$ cat config.mk
export PLATFORM = sky130hd
export DESIGN_NAME = embc_top
export DESIGN_NICKNAME = d
export VERILOG_FILES = /design/src/embc_pkg.sv /design/src/embc_top.sv /design/src/embc_sync.sv
export SDC_FILE = /design/constraint.sdc
export NUM_CORES = 1
export LEC_CHECK = 0
export BUFFER_PORTS_ARGS = -buffer_cell sky130_fd_sc_hd__buf_2
export CORE_UTILIZATION = 50
export CTS_CLUSTER_SIZE = 12
export DETAILED_ROUTE_END_ITERATION = 8
export PLACE_DENSITY = 0.68
export SYNTH_ARGS = -nofsm -noshare
export SYNTH_HDL_FRONTEND = slang
export SYNTH_SLANG_ARGS = --single-unit
$ cat constraint.sdc
create_clock -name clock -period 2.9 [get_ports clock]
set_input_delay 0.435 -clock clock [delete_from_list [all_inputs] [get_ports clock]]
set_output_delay 0.435 -clock clock [all_outputs]
set_load 0.02 [all_outputs]
$ cat src/embc_pkg.sv
package embc_pkg;
  // Register byte offsets within the controller block
  localparam logic [7:0] OFS_BUS_WIDTH   = 8'h00;
  localparam logic [7:0] OFS_WAIT_IN     = 8'h04;
  localparam logic [7:0] OFS_OFF_TIME    = 8'h08;
  localparam logic [7:0] OFS_STATIC_WAIT = 8'h0c;
  localparam logic [7:0] OFS_STROBE      = 8'h10;
  localparam logic [7:0] OFS_DRAM_LO     = 8'h14;
  localparam logic [7:0] OFS_DRAM_HI     = 8'h20;

  // Reset values; bank 0 width bit comes from the strap
  localparam logic [6:0] RST_WIDTH_UPPER = 7'h07;
  localparam logic [7:0] RST_WAIT_IN     = 8'h00;
  localparam logic [7:0] RST_OFF_TIME    = 8'hff;
  localparam logic [7:0] RST_STATIC_WAIT = 8'h77;
  localparam logic [7:0] RST_STROBE      = 8'h00;
  localparam logic [7:0] RST_DRAM        = 8'h00;

  // Implemented bits per register
  localparam logic [7:0] MSK_WIDTH       = 8'h0f;
  localparam logic [7:0] MSK_WAIT_IN     = 8'h0f;
  localparam logic [7:0] MSK_OFF_TIME    = 8'hff;
  localparam logic [7:0] MSK_STATIC_WAIT = 8'h77;
  localparam logic [7:0] MSK_STROBE      = 8'h11;
  localparam logic [7:0] MSK_DRAM        = 8'h0f;

  // Field positions
  localparam int PW0_LSB      = 0;
  localparam int PW1_LSB      = 4;
  localparam int STYLE0_BIT   = 0;
  localparam int STYLE1_BIT   = 4;
  localparam int DR_BURST_BIT = 0;
  localparam int DR_STYLE_BIT = 1;
  localparam int DR_SHIFT_LSB = 2;
  localparam int BANK_MSB     = 25;
  localparam int BANK_LSB     = 24;
  localparam int REGION_MSB   = 23;
  localparam int REGION_LSB   = 21;

  // Banks and bank 0 on-chip regions (2 MB granules 1..3)
  localparam logic [1:0] BANK_S0    = 2'h0;
  localparam logic [1:0] BANK_S1    = 2'h1;
  localparam logic [2:0] INT_REG_LO = 3'h1;
  localparam logic [2:0] INT_REG_HI = 3'h3;

  // Row shift base and DRAM miss cycles (precharge, row)
  localparam logic [4:0] ROW_SHIFT_BASE = 5'h08;
  localparam logic [2:0] DRAM_MISS_CYC  = 3'h2;
  localparam logic [2:0] CNT_ONE        = 3'h1;
  localparam logic [2:0] CNT_ZERO       = 3'h0;

  typedef enum logic [1:0] {
    ST_IDLE  = 2'b00,
    ST_OFF   = 2'b01,
    ST_ACC   = 2'b11,
    ST_XWAIT = 2'b10
  } embc_state_e;
endpackage

$ cat src/embc_top.sv
module embc_top (
  input  wire logic        clock,
  input  wire logic        resetn,
  input  wire logic        boot_width_select,
  input  wire logic        ext_wait_in_n,
  input  wire logic        per_sel,
  input  wire logic        per_write,
  input  wire logic [7:0]  per_addr,
  input  wire logic [7:0]  per_wdata,
  output logic      [7:0]  per_rdata,
  input  wire logic        acc_req,
  input  wire logic        acc_write,
  input  wire logic        acc_half,
  input  wire logic [31:0] acc_addr,
  output logic             acc_done,
  output logic      [1:0]  static_cs_n,
  output logic      [1:0]  ras_n,
  output logic             read_n,
  output logic      [23:0] ext_addr,
  output logic             data_bus16,
  output logic             static_we_lower_n,
  output logic             static_upper_n,
  output logic             static_lower_a0,
  output logic             dram_we_lower_n,
  output logic             dram_upper_n,
  output logic             dram_cas_lower_n
);
  logic [7:0]  bank_bus_width;
  logic [7:0]  wait_input_enable;
  logic [7:0]  bank_off_time;
  logic [7:0]  static_bank_wait;
  logic [7:0]  static_strobe_style;
  logic [7:0]  dram_lo_bank_ctrl;
  logic [7:0]  dram_hi_bank_ctrl;
  logic [7:0]  rdata_r;
  logic        strap_lvl;
  logic        wait_lvl_n;
  logic        wait_act;
  logic        reg_wr;
  embc_pkg::embc_state_e state_r;
  embc_pkg::embc_state_e state_nxt;
  logic [2:0]  cnt_r;
  logic [1:0]  cur_bank_r;
  logic        cur_int_r;
  logic        cur_write_r;
  logic        cur_half_r;
  logic [23:0] cur_addr_r;
  logic [23:0] cur_row_r;
  logic        cur_w16_r;
  logic        cur_wen_r;
  logic        cur_sstyle_r;
  logic [3:0]  cur_dctl_r;
  logic [2:0]  cur_pw_r;
  logic        last_valid_r;
  logic [1:0]  last_bank_r;
  logic        last_read_r;
  logic        page_open_r;
  logic        page_bank_r;
  logic [23:0] page_row_r;
  logic [1:0]  acc_bank;
  logic        acc_int;
  logic        acc_dram;
  logic [3:0]  dctl_sel;
  logic [23:0] row_sel;
  logic        page_hit;
  logic [2:0]  pw_start;
  logic [1:0]  off_sel;
  logic        pause;
  logic        start;
  logic        ext_active;
  logic        cur_dram;
  logic        row_phase;
  logic        col;
  logic        lane_lo;
  logic        lane_hi;

  // Pin inputs pass the three-stage filter
  embc_sync u_strap (
    .clock  (clock),
    .resetn (resetn),
    .din    (boot_width_select),
    .dout   (strap_lvl)
  );
  embc_sync u_wait (
    .clock  (clock),
    .resetn (resetn),
    .din    (ext_wait_in_n),
    .dout   (wait_lvl_n)
  );
  assign wait_act = !wait_lvl_n;
  assign reg_wr   = per_sel && per_write;

  // Row address for a given row shift select
  function automatic logic [23:0] row_of(input logic [23:0] a, input logic [1:0] sh);
    row_of = a >> (embc_pkg::ROW_SHIFT_BASE + {3'h0, sh});
  endfunction

  // strap level loads bank 0 width
  always_ff @(posedge clock) begin
    if (!resetn) begin
      bank_bus_width <= {embc_pkg::RST_WIDTH_UPPER, strap_lvl};
    end else if (reg_wr && per_addr == embc_pkg::OFS_BUS_WIDTH) begin
      bank_bus_width <= per_wdata & embc_pkg::MSK_WIDTH;
    end
  end

  always_ff @(posedge clock) begin
    if (!resetn) begin
      wait_input_enable   <= embc_pkg::RST_WAIT_IN;
      bank_off_time       <= embc_pkg::RST_OFF_TIME;
      static_bank_wait    <= embc_pkg::RST_STATIC_WAIT;
      static_strobe_style <= embc_pkg::RST_STROBE;
      dram_lo_bank_ctrl   <= embc_pkg::RST_DRAM;
      dram_hi_bank_ctrl   <= embc_pkg::RST_DRAM;
    end else if (reg_wr) begin
      unique case (per_addr)
        embc_pkg::OFS_WAIT_IN:     wait_input_enable   <= per_wdata & embc_pkg::MSK_WAIT_IN;
        embc_pkg::OFS_OFF_TIME:    bank_off_time       <= per_wdata & embc_pkg::MSK_OFF_TIME;
        embc_pkg::OFS_STATIC_WAIT: static_bank_wait    <= per_wdata & embc_pkg::MSK_STATIC_WAIT;
        embc_pkg::OFS_STROBE:      static_strobe_style <= per_wdata & embc_pkg::MSK_STROBE;
        embc_pkg::OFS_DRAM_LO:     dram_lo_bank_ctrl   <= per_wdata & embc_pkg::MSK_DRAM;
        embc_pkg::OFS_DRAM_HI:     dram_hi_bank_ctrl   <= per_wdata & embc_pkg::MSK_DRAM;
        default: ;
      endcase
    end
  end

  // Read data registered on a read; unmapped offsets read zero
  always_ff @(posedge clock) begin
    if (!resetn) begin
      rdata_r <= 8'h00;
    end else if (per_sel && !per_write) begin
      unique case (per_addr)
        embc_pkg::OFS_BUS_WIDTH:   rdata_r <= bank_bus_width;
        embc_pkg::OFS_WAIT_IN:     rdata_r <= wait_input_enable;
        embc_pkg::OFS_OFF_TIME:    rdata_r <= bank_off_time;
        embc_pkg::OFS_STATIC_WAIT: rdata_r <= static_bank_wait;
        embc_pkg::OFS_STROBE:      rdata_r <= static_strobe_style;
        embc_pkg::OFS_DRAM_LO:     rdata_r <= dram_lo_bank_ctrl;
        embc_pkg::OFS_DRAM_HI:     rdata_r <= dram_hi_bank_ctrl;
        default:                   rdata_r <= 8'h00;
      endcase
    end
  end
  assign per_rdata = rdata_r;

  // bank from top two of 26 address bits
  assign acc_bank = acc_addr[embc_pkg::BANK_MSB:embc_pkg::BANK_LSB];
  assign acc_dram = acc_bank[1];
  // on-chip regions of bank 0 get no waits
  assign acc_int  = (acc_bank == embc_pkg::BANK_S0)
                 && (acc_addr[embc_pkg::REGION_MSB:embc_pkg::REGION_LSB] >= embc_pkg::INT_REG_LO)
                 && (acc_addr[embc_pkg::REGION_MSB:embc_pkg::REGION_LSB] <= embc_pkg::INT_REG_HI);
  assign dctl_sel = acc_bank[0] ? dram_hi_bank_ctrl[3:0] : dram_lo_bank_ctrl[3:0];
  // row shift select feeds the address mux
  assign row_sel  = row_of(acc_addr[23:0], dctl_sel[embc_pkg::DR_SHIFT_LSB +: 2]);
  assign page_hit = page_open_r && acc_dram && (page_bank_r == acc_bank[0])
                 && (page_row_r == row_sel) && dctl_sel[embc_pkg::DR_BURST_BIT];

  always_comb begin
    pw_start = embc_pkg::CNT_ZERO;
    if (acc_int) begin
      pw_start = embc_pkg::CNT_ZERO;
    end else if (acc_bank == embc_pkg::BANK_S0) begin
      pw_start = static_bank_wait[embc_pkg::PW0_LSB +: 3];
    end else if (acc_bank == embc_pkg::BANK_S1) begin
      pw_start = static_bank_wait[embc_pkg::PW1_LSB +: 3];
    end else if (!page_hit) begin
      pw_start = embc_pkg::DRAM_MISS_CYC;
    end
  end

  // off time field of the bank last used
  assign off_sel = bank_off_time[{last_bank_r, 1'b0} +: 2];
  // pause on bank change or read then write
  assign pause   = last_valid_r && !acc_int && (off_sel != 2'h0)
                && ((last_bank_r != acc_bank) || (last_read_r && acc_write));
  assign start   = (state_r == embc_pkg::ST_IDLE) && acc_req;

  // wait input only counts when enabled
  always_comb begin
    state_nxt = state_r;
    acc_done  = 1'b0;
    unique case (state_r)
      embc_pkg::ST_IDLE: begin
        if (acc_req) begin
          state_nxt = pause ? embc_pkg::ST_OFF : embc_pkg::ST_ACC;
        end
      end
      embc_pkg::ST_OFF: begin
        if (cnt_r == embc_pkg::CNT_ONE) begin
          state_nxt = embc_pkg::ST_ACC;
        end
      end
      embc_pkg::ST_ACC: begin
        if (cnt_r == embc_pkg::CNT_ZERO) begin
          if (cur_wen_r && wait_act) begin
            state_nxt = embc_pkg::ST_XWAIT;
          end else begin
            state_nxt = embc_pkg::ST_IDLE;
            acc_done  = 1'b1;
          end
        end
      end
      embc_pkg::ST_XWAIT: begin
        if (!wait_act) begin
          state_nxt = embc_pkg::ST_IDLE;
          acc_done  = 1'b1;
        end
      end
    endcase
  end

  // Sequencer state and shared off/wait counter
  always_ff @(posedge clock) begin
    if (!resetn) begin
      state_r <= embc_pkg::ST_IDLE;
      cnt_r   <= embc_pkg::CNT_ZERO;
    end else begin
      state_r <= state_nxt;
      if (start) begin
        cnt_r <= pause ? {1'b0, off_sel} : pw_start;
      end else if (state_r == embc_pkg::ST_OFF && cnt_r == embc_pkg::CNT_ONE) begin
        cnt_r <= cur_pw_r;
      end else if (state_r != embc_pkg::ST_IDLE && cnt_r != embc_pkg::CNT_ZERO) begin
        cnt_r <= cnt_r - embc_pkg::CNT_ONE;
      end
    end
  end

  // bank setup latched only when an access starts
  always_ff @(posedge clock) begin
    if (!resetn) begin
      cur_bank_r   <= embc_pkg::BANK_S0;
      cur_int_r    <= 1'b0;
      cur_write_r  <= 1'b0;
      cur_half_r   <= 1'b0;
      cur_addr_r   <= 24'h000000;
      cur_row_r    <= 24'h000000;
      cur_w16_r    <= 1'b0;
      cur_wen_r    <= 1'b0;
      cur_sstyle_r <= 1'b0;
      cur_dctl_r   <= 4'h0;
      cur_pw_r     <= embc_pkg::CNT_ZERO;
    end else if (start) begin
      cur_bank_r   <= acc_bank;
      cur_int_r    <= acc_int;
      cur_write_r  <= acc_write;
      cur_half_r   <= acc_half;
      cur_addr_r   <= acc_addr[23:0];
      cur_row_r    <= row_sel;
      cur_w16_r    <= bank_bus_width[acc_bank];
      cur_wen_r    <= wait_input_enable[acc_bank] && !acc_int;
      cur_sstyle_r <= acc_bank[0] ? static_strobe_style[embc_pkg::STYLE1_BIT]
                                  : static_strobe_style[embc_pkg::STYLE0_BIT];
      cur_dctl_r   <= dctl_sel;
      cur_pw_r     <= pw_start;
    end
  end

  // History for off time; on-chip accesses leave it alone
  always_ff @(posedge clock) begin
    if (!resetn) begin
      last_valid_r <= 1'b0;
      last_bank_r  <= embc_pkg::BANK_S0;
      last_read_r  <= 1'b0;
    end else if (acc_done && !cur_int_r) begin
      last_valid_r <= 1'b1;
      last_bank_r  <= cur_bank_r;
      last_read_r  <= !cur_write_r;
    end
  end

  // burst keeps the row open, random closes it
  always_ff @(posedge clock) begin
    if (!resetn) begin
      page_open_r <= 1'b0;
      page_bank_r <= 1'b0;
      page_row_r  <= 24'h000000;
    end else if (start && !acc_int) begin
      page_open_r <= 1'b0;
    end else if (acc_done && !cur_int_r) begin
      page_open_r <= cur_dram && cur_dctl_r[embc_pkg::DR_BURST_BIT];
      page_bank_r <= cur_bank_r[0];
      page_row_r  <= cur_row_r;
    end
  end

  assign ext_active = (state_r == embc_pkg::ST_ACC || state_r == embc_pkg::ST_XWAIT)
                   && !cur_int_r;
  assign cur_dram   = cur_bank_r[1];
  assign row_phase  = (state_r == embc_pkg::ST_ACC) && cur_dram && (cnt_r != embc_pkg::CNT_ZERO);
  assign col        = ext_active && cur_dram && !row_phase;
  // 8-bit bank uses the low lane only
  assign lane_lo    = !cur_w16_r || cur_half_r || !cur_addr_r[0];
  assign lane_hi    = cur_w16_r && (cur_half_r || cur_addr_r[0]);

  // Shared strobes; registered, so pins trail the state by a cycle
  always_ff @(posedge clock) begin
    if (!resetn) begin
      static_cs_n <= 2'h3;
      ras_n       <= 2'h3;
      read_n      <= 1'b1;
      ext_addr    <= 24'h000000;
      data_bus16  <= 1'b0;
    end else begin
      static_cs_n[0] <= !(ext_active && cur_bank_r == embc_pkg::BANK_S0);
      static_cs_n[1] <= !(ext_active && cur_bank_r == embc_pkg::BANK_S1);
      for (int j = 0; j < 2; j++) begin
        ras_n[j] <= !((ext_active && cur_dram && cur_bank_r[0] == j[0]
                       && !(state_r == embc_pkg::ST_ACC && cnt_r == embc_pkg::DRAM_MISS_CYC))
                   || (page_open_r && page_bank_r == j[0]
                       && (state_r == embc_pkg::ST_IDLE || cur_int_r)));
      end
      read_n     <= !(ext_active && !cur_write_r);
      ext_addr   <= row_phase ? cur_row_r : cur_addr_r;
      data_bus16 <= ext_active && cur_w16_r;
    end
  end

  // static pin functions by strobe style
  // DRAM pin functions by strobe style
  always_ff @(posedge clock) begin
    if (!resetn) begin
      static_we_lower_n <= 1'b1;
      static_upper_n    <= 1'b1;
      static_lower_a0   <= 1'b1;
      dram_we_lower_n   <= 1'b1;
      dram_upper_n      <= 1'b1;
      dram_cas_lower_n  <= 1'b1;
    end else begin
      if (cur_sstyle_r) begin
        static_we_lower_n <= !(ext_active && !cur_dram && cur_write_r);
        static_upper_n    <= !(ext_active && !cur_dram && lane_hi);
        static_lower_a0   <= !(ext_active && !cur_dram && lane_lo);
      end else begin
        static_we_lower_n <= !(ext_active && !cur_dram && cur_write_r && lane_lo);
        static_upper_n    <= !(ext_active && !cur_dram && cur_write_r && lane_hi);
        static_lower_a0   <= cur_addr_r[0];
      end
      if (cur_dctl_r[embc_pkg::DR_STYLE_BIT]) begin
        dram_we_lower_n  <= !(col && cur_write_r && lane_lo);
        dram_upper_n     <= !(col && cur_write_r && lane_hi);
        dram_cas_lower_n <= !col;
      end else begin
        dram_we_lower_n  <= !(col && cur_write_r);
        dram_upper_n     <= !(col && lane_hi);
        dram_cas_lower_n <= !(col && lane_lo);
      end
    end
  end
endmodule

$ cat src/embc_sync.sv
module embc_sync (
  input  wire logic clock,
  input  wire logic resetn,
  input  wire logic din,
  output logic      dout
);
  logic s1_r;
  logic s2_r;
  logic s3_r;
  logic dout_r;

  // Raw stages unreset so a strap level is seen while reset is held
  always_ff @(posedge clock) begin
    s1_r <= din;
    s2_r <= s1_r;
    s3_r <= s2_r;
  end

  // Accept a change only once stages two and three agree
  always_ff @(posedge clock) begin
    if (!resetn) begin
      dout_r <= s3_r;
    end else if (s2_r == s3_r) begin
      dout_r <= s3_r;
    end
  end

  assign dout = dout_r;
endmodule

# Word level (Yosys, flattened, before mapping)
# Cells that the tools add are included.
[totals] wordCells=225 input_bits=57 ff_bits=180
[op_classes] n_mux=39 n_bitwise=4 reduce_logical=103 n_shift=2 add_sub_neg=2 magnitude_cmp=3 n_eq_ne=25
[ops] op="8-bit one-hot mux with 7 select lines" n=1
[ops] op="1-bit logical AND" n=51
[ops] op="1-bit logical NOT" n=26
[ops] op="24-bit == test" n=1
[ops] op="24-bit 2-to-1 mux" n=1
[ops] op="24-bit by 5-bit right shift with 24-bit output" n=1
[ops] op="3-bit 2-to-1 mux" n=7
[ops] op="1-bit 2-to-1 mux" n=18
[ops] op="8-bit by 4-bit == test with 1-bit output (second input constant)" n=2
[ops] op="8-bit by 5-bit == test with 1-bit output (second input constant)" n=2
[ops] op="2-bit 2-to-1 mux" n=7
[ops] op="2-bit AND reduction" n=7
[ops] op="8-bit by 3-bit == test with 1-bit output (second input constant)" n=1
[ops] op="8-bit by 6-bit == test with 1-bit output (second input constant)" n=1
[ops] op="8-bit logical NOT" n=1
[ops] op="1-bit logical OR" n=8
[ops] op="2-bit by 1-bit != test with 1-bit output (second input constant)" n=4
[ops] op="2-bit one-hot mux with 4 select lines" n=1
[ops] op="8-bit by 4-bit variable part select with 2-bit output" n=1
[ops] op="2-bit by 1-bit == test with 1-bit output (second input constant)" n=3
[ops] op="2-bit logical NOT" n=3
[ops] op="2-bit != test (second input constant)" n=3
[ops] op="3-bit nonzero test" n=2
[ops] op="4-bit by 2-bit adder with 5-bit output (first input constant)" n=1
[ops] op="other kinds (17)" n=25

# Logic depth before layout (Yosys ltp)
[logic_depth] word_depth=12 ltp_mapped=10

# Modules after synthesis
# From an unflattened synthesis, not the netlist that was laid out.
[unflattened] cells_unflattened=845 hier_area_um2=7088.0
[modules_own_cells] module="embc_top" instances=1 area_each_um2=6882.9 cells_per_inst=833
[modules_own_cells] module="embc_sync" instances=2 area_each_um2=102.6 cells_per_inst=6

# Least setup slack after synthesis
# Ideal clock, no wire load.
[synth_path] path_type="in2reg" startpoint="in acc_addr[24]" endpoint="reg cnt_r[1]" path_buffers=2 arrival_time_ns=2.020 required_time_ns=2.772 setup_slack_ns=0.752 stages=9 path_cell_list="buf_6 mux2i_2 buf_6 mux2i_1 o22ai_1 a2111oi_1 a21oi_1 nor3_2 a31oi_1"
[synth_between] elab_chain_len=12
[synth_lines] element="start: declaration" line_no="embc_top.sv:14" text="input wire logic [31:0] acc_addr,"
[synth_lines] element="4-bit 2-to-1 mux" line_no="embc_top.sv:154" text="assign dctl_sel = acc_bank[0] ? dram_hi_bank_ctrl[3:0] : dram_lo_bank_ctrl[3:0];"
[synth_lines] element="4-bit by 2-bit adder with 5-bit output" line_no="embc_top.sv:95" text="row_of = a >> (embc_pkg::ROW_SHIFT_BASE + {3'h0, sh});"
[synth_lines] element="24-bit by 5-bit right shift with 24-bit output" line_no="embc_top.sv:95"
[synth_lines] element="24-bit == test" line_no="embc_top.sv:158" text="&& (page_row_r == row_sel) && dctl_sel[embc_pkg::DR_BURST_BIT];"
[synth_lines] element="1-bit logical AND (2 in a row)" line_no="embc_top.sv:158"
[synth_lines] element="2-bit 2-to-1 mux" line_no="embc_top.sv:168" text="end else if (!page_hit) begin"
[synth_lines] element="3-bit 2-to-1 mux" line_no="embc_top.sv:166" text="end else if (acc_bank == embc_pkg::BANK_S1) begin"
[synth_lines] element="3-bit 2-to-1 mux" line_no="embc_top.sv:164" text="end else if (acc_bank == embc_pkg::BANK_S0) begin"
[synth_lines] element="3-bit 2-to-1 mux" line_no="embc_top.sv:162" text="if (acc_int) begin"
[synth_lines] element="3-bit 2-to-1 mux (*)" line_no="embc_top.sv:222" text="cnt_r <= pause ? {1'b0, off_sel} : pw_start;"
[synth_lines] element="3-bit 2-to-1 mux (*)" line_no="embc_top.sv:221" text="if (start) begin"
[synth_lines] element="end signal: assignment" line_no="embc_top.sv:222"
[synth_lines] element="end signal: assignment" line_no="embc_top.sv:224" text="cnt_r <= cur_pw_r;"
[synth_lines] element="end signal: assignment" line_no="embc_top.sv:226" text="cnt_r <= cnt_r - embc_pkg::CNT_ONE;"
[synth_lines] element="end: declaration" line_no="embc_top.sv:42" text="logic [2:0] cnt_r;"
# Mark *: on every way between the ends. The rest lies on a longest branch, timed or not.
# A chain may end at the register's enable or synchronous reset.

# Worst setup path after layout
[layout_path] startpoint="reg dram_lo_bank_ctrl[2]" endpoint="reg cur_pw_r[1]"
[layout_between] elab_chain_len=10
[layout_lines] element="start: declaration" line_no="embc_top.sv:33" text="logic [7:0] dram_lo_bank_ctrl;"
[layout_lines] element="start signal: assignment" line_no="embc_top.sv:113" text="dram_lo_bank_ctrl <= embc_pkg::RST_DRAM;"
[layout_lines] element="start signal: assignment" line_no="embc_top.sv:121" text="embc_pkg::OFS_DRAM_LO: dram_lo_bank_ctrl <= per_wdata & embc_pkg::MSK_DRAM;"
[layout_lines] element="4-bit 2-to-1 mux" line_no="embc_top.sv:154"
[layout_lines] element="4-bit by 2-bit adder with 5-bit output" line_no="embc_top.sv:95"
[layout_lines] element="24-bit by 5-bit right shift with 24-bit output" line_no="embc_top.sv:95"
[layout_lines] element="24-bit == test" line_no="embc_top.sv:158"
[layout_lines] element="1-bit logical AND (2 in a row)" line_no="embc_top.sv:158"
[layout_lines] element="2-bit 2-to-1 mux" line_no="embc_top.sv:168"
[layout_lines] element="3-bit 2-to-1 mux" line_no="embc_top.sv:166"
[layout_lines] element="3-bit 2-to-1 mux" line_no="embc_top.sv:164"
[layout_lines] element="3-bit 2-to-1 mux" line_no="embc_top.sv:162"
[layout_lines] element="end signal: assignment" line_no="embc_top.sv:244" text="cur_pw_r <= embc_pkg::CNT_ZERO;"
[layout_lines] element="end signal: assignment" line_no="embc_top.sv:257" text="cur_pw_r <= pw_start;"
[layout_lines] element="end: declaration" line_no="embc_top.sv:53" text="logic [2:0] cur_pw_r;"
# Every way passes these cells.

==> key figures <==
Clock network
  – PostCTS Resize Cnt: 0
  – # clock sinks: roughly 160
  – H-tree depth: 4
  – Hold-fix buffers, CTS: 0
  – CTS Buf Count: 17
  – Root cell of the clock tree: clkbuf_16
  – Setup Fix Bufs, Post-CTS: 0
  – TritonCTS clock tree: yes
  – Clk Latency, worst-skew pair: about 0.43 ns
  – CTS Buffer Depth: 2
  – Clk slew on worst S/H paths: approximately 0.060 ns

Hold path
  – Hold Path Class: input port to register
  – WHS Path Cells: 1

Place
  – Detailed placement HPWL: 12.0 mm
  – RePlAce Congestion: roughly 0.83
  – Port Buffers: 95
  – Placed Cells: approximately 1100
  – Placed instance area: a little under 8000 µm²
  – Pre-CTS setup slack: 0.348 ns

Global routing
  – Overall Global Routing Usage: around 25%
  – Largest net degree at the start of global routing: between 60 and 70
  – Gr ovfl total: 0
  – First-pass GRT wire length: 28.2 mm
  – Vias in the first global route: between 5000 and 6000
  – Initial antenna violation count: 1

Yosys
  – Ys async rst share: 0%
  – Synth unique cells: 68
  – Ranking of synthesized cells by area: dfxtp_1, nand2_1, mux2i_1, a21oi_1, nor2_1
  – Avg Inst Size Synth: roughly 8.5 µm²
  – Total number of yosys warnings: 0
  – Synth Instances: 845
  – Main synth FF type: dfxtp_1
  – Mapped Area: just over 7000 µm²
  – Seq/Total Area, Yosys: about 46%
  – Leading area contributor after synthesis: dfxtp_1
  – Post-synth EDFFs: 3
  – Synth top area share: roughly 45%
  – Syn Nets: roughly 910
  – #FFs+latches synth: ~160

Floorplanning
  – Row count: 43
  – Die Y: approximately 120 µm
  – Initial core utilization: 51.5%
  – Die Span X: between 100 and 150 µm
  – I/O pins: 102
  – Core area: about 14000 µm²
  – Die area: between 10000 and 15000 µm²

Layout
  – Post-Route Utilization: 60.1%
  – Final instance area: 8370 µm²
  – P&R area growth vs syn: 16.6%
  – Commonest non-fill, non-tap cells in the layout: nand2_1, dfxtp_1, a21oi_1
  – Layout net count: a little under 1000
  – Fill cells: about 1200
  – Non-filler cells in the finished layout: 1113
  – Most common cell after layout, fill and taps aside: nand2_1
  – Share of layout cells above drive strength 1: 17.6%

Pwr
  – Logic pwr share: roughly 12%
  – Leakage power: approximately 3.4 nW
  – Sw Ratio: between 20% and 30%
  – Peak supply drop: 0.485 mV
  – Internal power: about 4 mW
  – Clock network power share: a little over two fifths
  – Reg power frac: about 46%
  – Power per Cell Area: 639 nW/µm²
  – Final Power: 5.35 mW
  – Psw: between 1 and 1.5 mW

Timing
  – Layout Skew: 0.00486 ns
  – Worst setup margin: roughly 0.57 ns
  – RSZ-0062 raised after global routing: no
  – Final period util: a little over 80%
  – Final hold violations: 0
  – Rel. slew slack: 38.0%
  – Achievable frequency: 429 MHz
  – Tightest Pin Transition: around 0.9 ns
  – Final setup TNS: 0 ns
  – Tmin final: roughly 2.3 ns
  – Slew Viols, Final: 0
  – Fin Hold WS: around 0.11 ns
  – Final number of setup-violating endpoints: 0

Route
  – Drt initial violations: between 400 and 500
  – Final WL: about 18 mm
  – WL/cell: 15.7 µm
  – Final antenna-violating net count: 0
  – Residual DRC count: 0
  – Drt via density: approximately 5.5
  – DRT Pass-1 Iters: 5
  – Vias: approximately 6200

Critical path
  – Worst EP required: around 3.2 ns
  – Worst EP arrival: roughly 2.6 ns
  – Crit path kind: register to register
  – CP Capture Type: register
  – Worst reg-to-reg path cell count: 8
  – CP Launch Type: register
  – Max FO, Critical Path: 15

Outcome
  – Status: finished clean

Run
  – Max Cap Viol: 0
[final cells by class]
| cell class | instances | area [µm²] | share of cell area (%) |
|---|---|---|---|
| Multi-Input combinational cell | 613 | 3560 | 42.6 |
| Antenna cell | 1 | 2.50 | 0.0299 |
| Clock inverter | 7 | 66.3 | 0.792 |
| Tap cell | 180 | 225 | 2.69 |
| Timing Repair Buffer | 113 | 636 | 7.59 |
| Sequential cell | 164 | 3310 | 39.6 |
| Inverter | 10 | 38.8 | 0.463 |
| Clock buffer | 25 | 527 | 6.29 |
[state kept, by name (all words and copies together) (netlist names), 2 cells and up]
register,flops
wait_input_enable,4
static_cs_n,2
ras_n,2
bank_off_time,8
cur_addr_r,24
ext_addr,24
cur_pw_r,3
dram_hi_bank_ctrl,4
per_rdata,8
cur_row_r,16
last_bank_r,2
dram_lo_bank_ctrl,4
static_bank_wait,6
page_row_r,16
bank_bus_width,4
state_r,2
cur_bank_r,2
cnt_r,3
static_strobe_style,2
cur_dctl_r,2
[logic make-up (layout without fill, tap and decap cells)]
group,after synthesis,count (layout),share of synthesized area [%]
xor+xnor,19,19,2.32
mux,68,68,10.5
flops,164,164,46.2
simple gates,355,355,22.2
compound gates,167,167,13.7
fa+ha+maj,4,4,0.697
buf+inv,68,155,4.39
other cells,0,1,0
[path summary, 6_finish.rpt]
| check | from | to | slack, ns |
|---|---|---|---|
| setup / recovery | dram_lo_bank_ctrl[2]$_SDFFE_PN0P_ | cur_pw_r[1]$_SDFFE_PN0P_ | 0.57 |
| hold / removal | boot_width_select | u_strap.s1_r$_DFF_P_ | 0.11 |
| setup reg to reg | dram_lo_bank_ctrl[2]$_SDFFE_PN0P_ | cur_pw_r[1]$_SDFFE_PN0P_ | 0.57 |
| hold reg to reg | u_wait.s1_r$_DFF_P_ | u_wait.s2_r$_DFF_P_ | 0.32 |
[power by group through the flow]
stage	clock [mW]	sequential, mW	combinational (mW)
final	2.24	2.46	0.648
after global routing	2.34	2.48	0.727
after CTS	2.26	2.46	0.651
after detailed placement	0	2.51	0.647
after global placement	0	2.51	0.640
after floorplan	0	2.51	0.435
[metal layers]
metal / up-vias / routed length (µm) / global-route usage (%)
met1: 2873 / 8420 / 34.8
met4: 0 / 204 / 8.41
met2: 201 / 7770 / 36.9
met5: - / 0 / 0
li1: 3059 / - / -
met3: 21 / 1110 / 5.20
[critical path, stage by stage, from the launching register on]
cell and delay (ns):
dfxtp_1 0.36, mux2i_4 0.37, buf_12 0.21, mux2i_1 0.25
o22ai_1 0.11, a2111oi_1 0.36, a21oi_1 0.15, nor3_2 0.27
a31oi_1 0.11
[cell usage after synthesis, types with 5 or more instances]
library cell / n
nand2_1: 218
dfxtp_1: 161
a21oi_1: 97
mux2i_1: 58
nor2_1: 52
clkbuf_1: 41
nand3_1: 26
and3_1: 13
o21ai_0: 13
xnor2_1: 13
a22oi_1: 9
inv_1: 9
a211oi_1: 8
a31oi_1: 8
buf_2: 8
nor3_1: 7
o22ai_1: 6
xor2_1: 6
mux4_2: 5
nand4_1: 5
No activity file was read; power rests on OpenSTA's default activity.
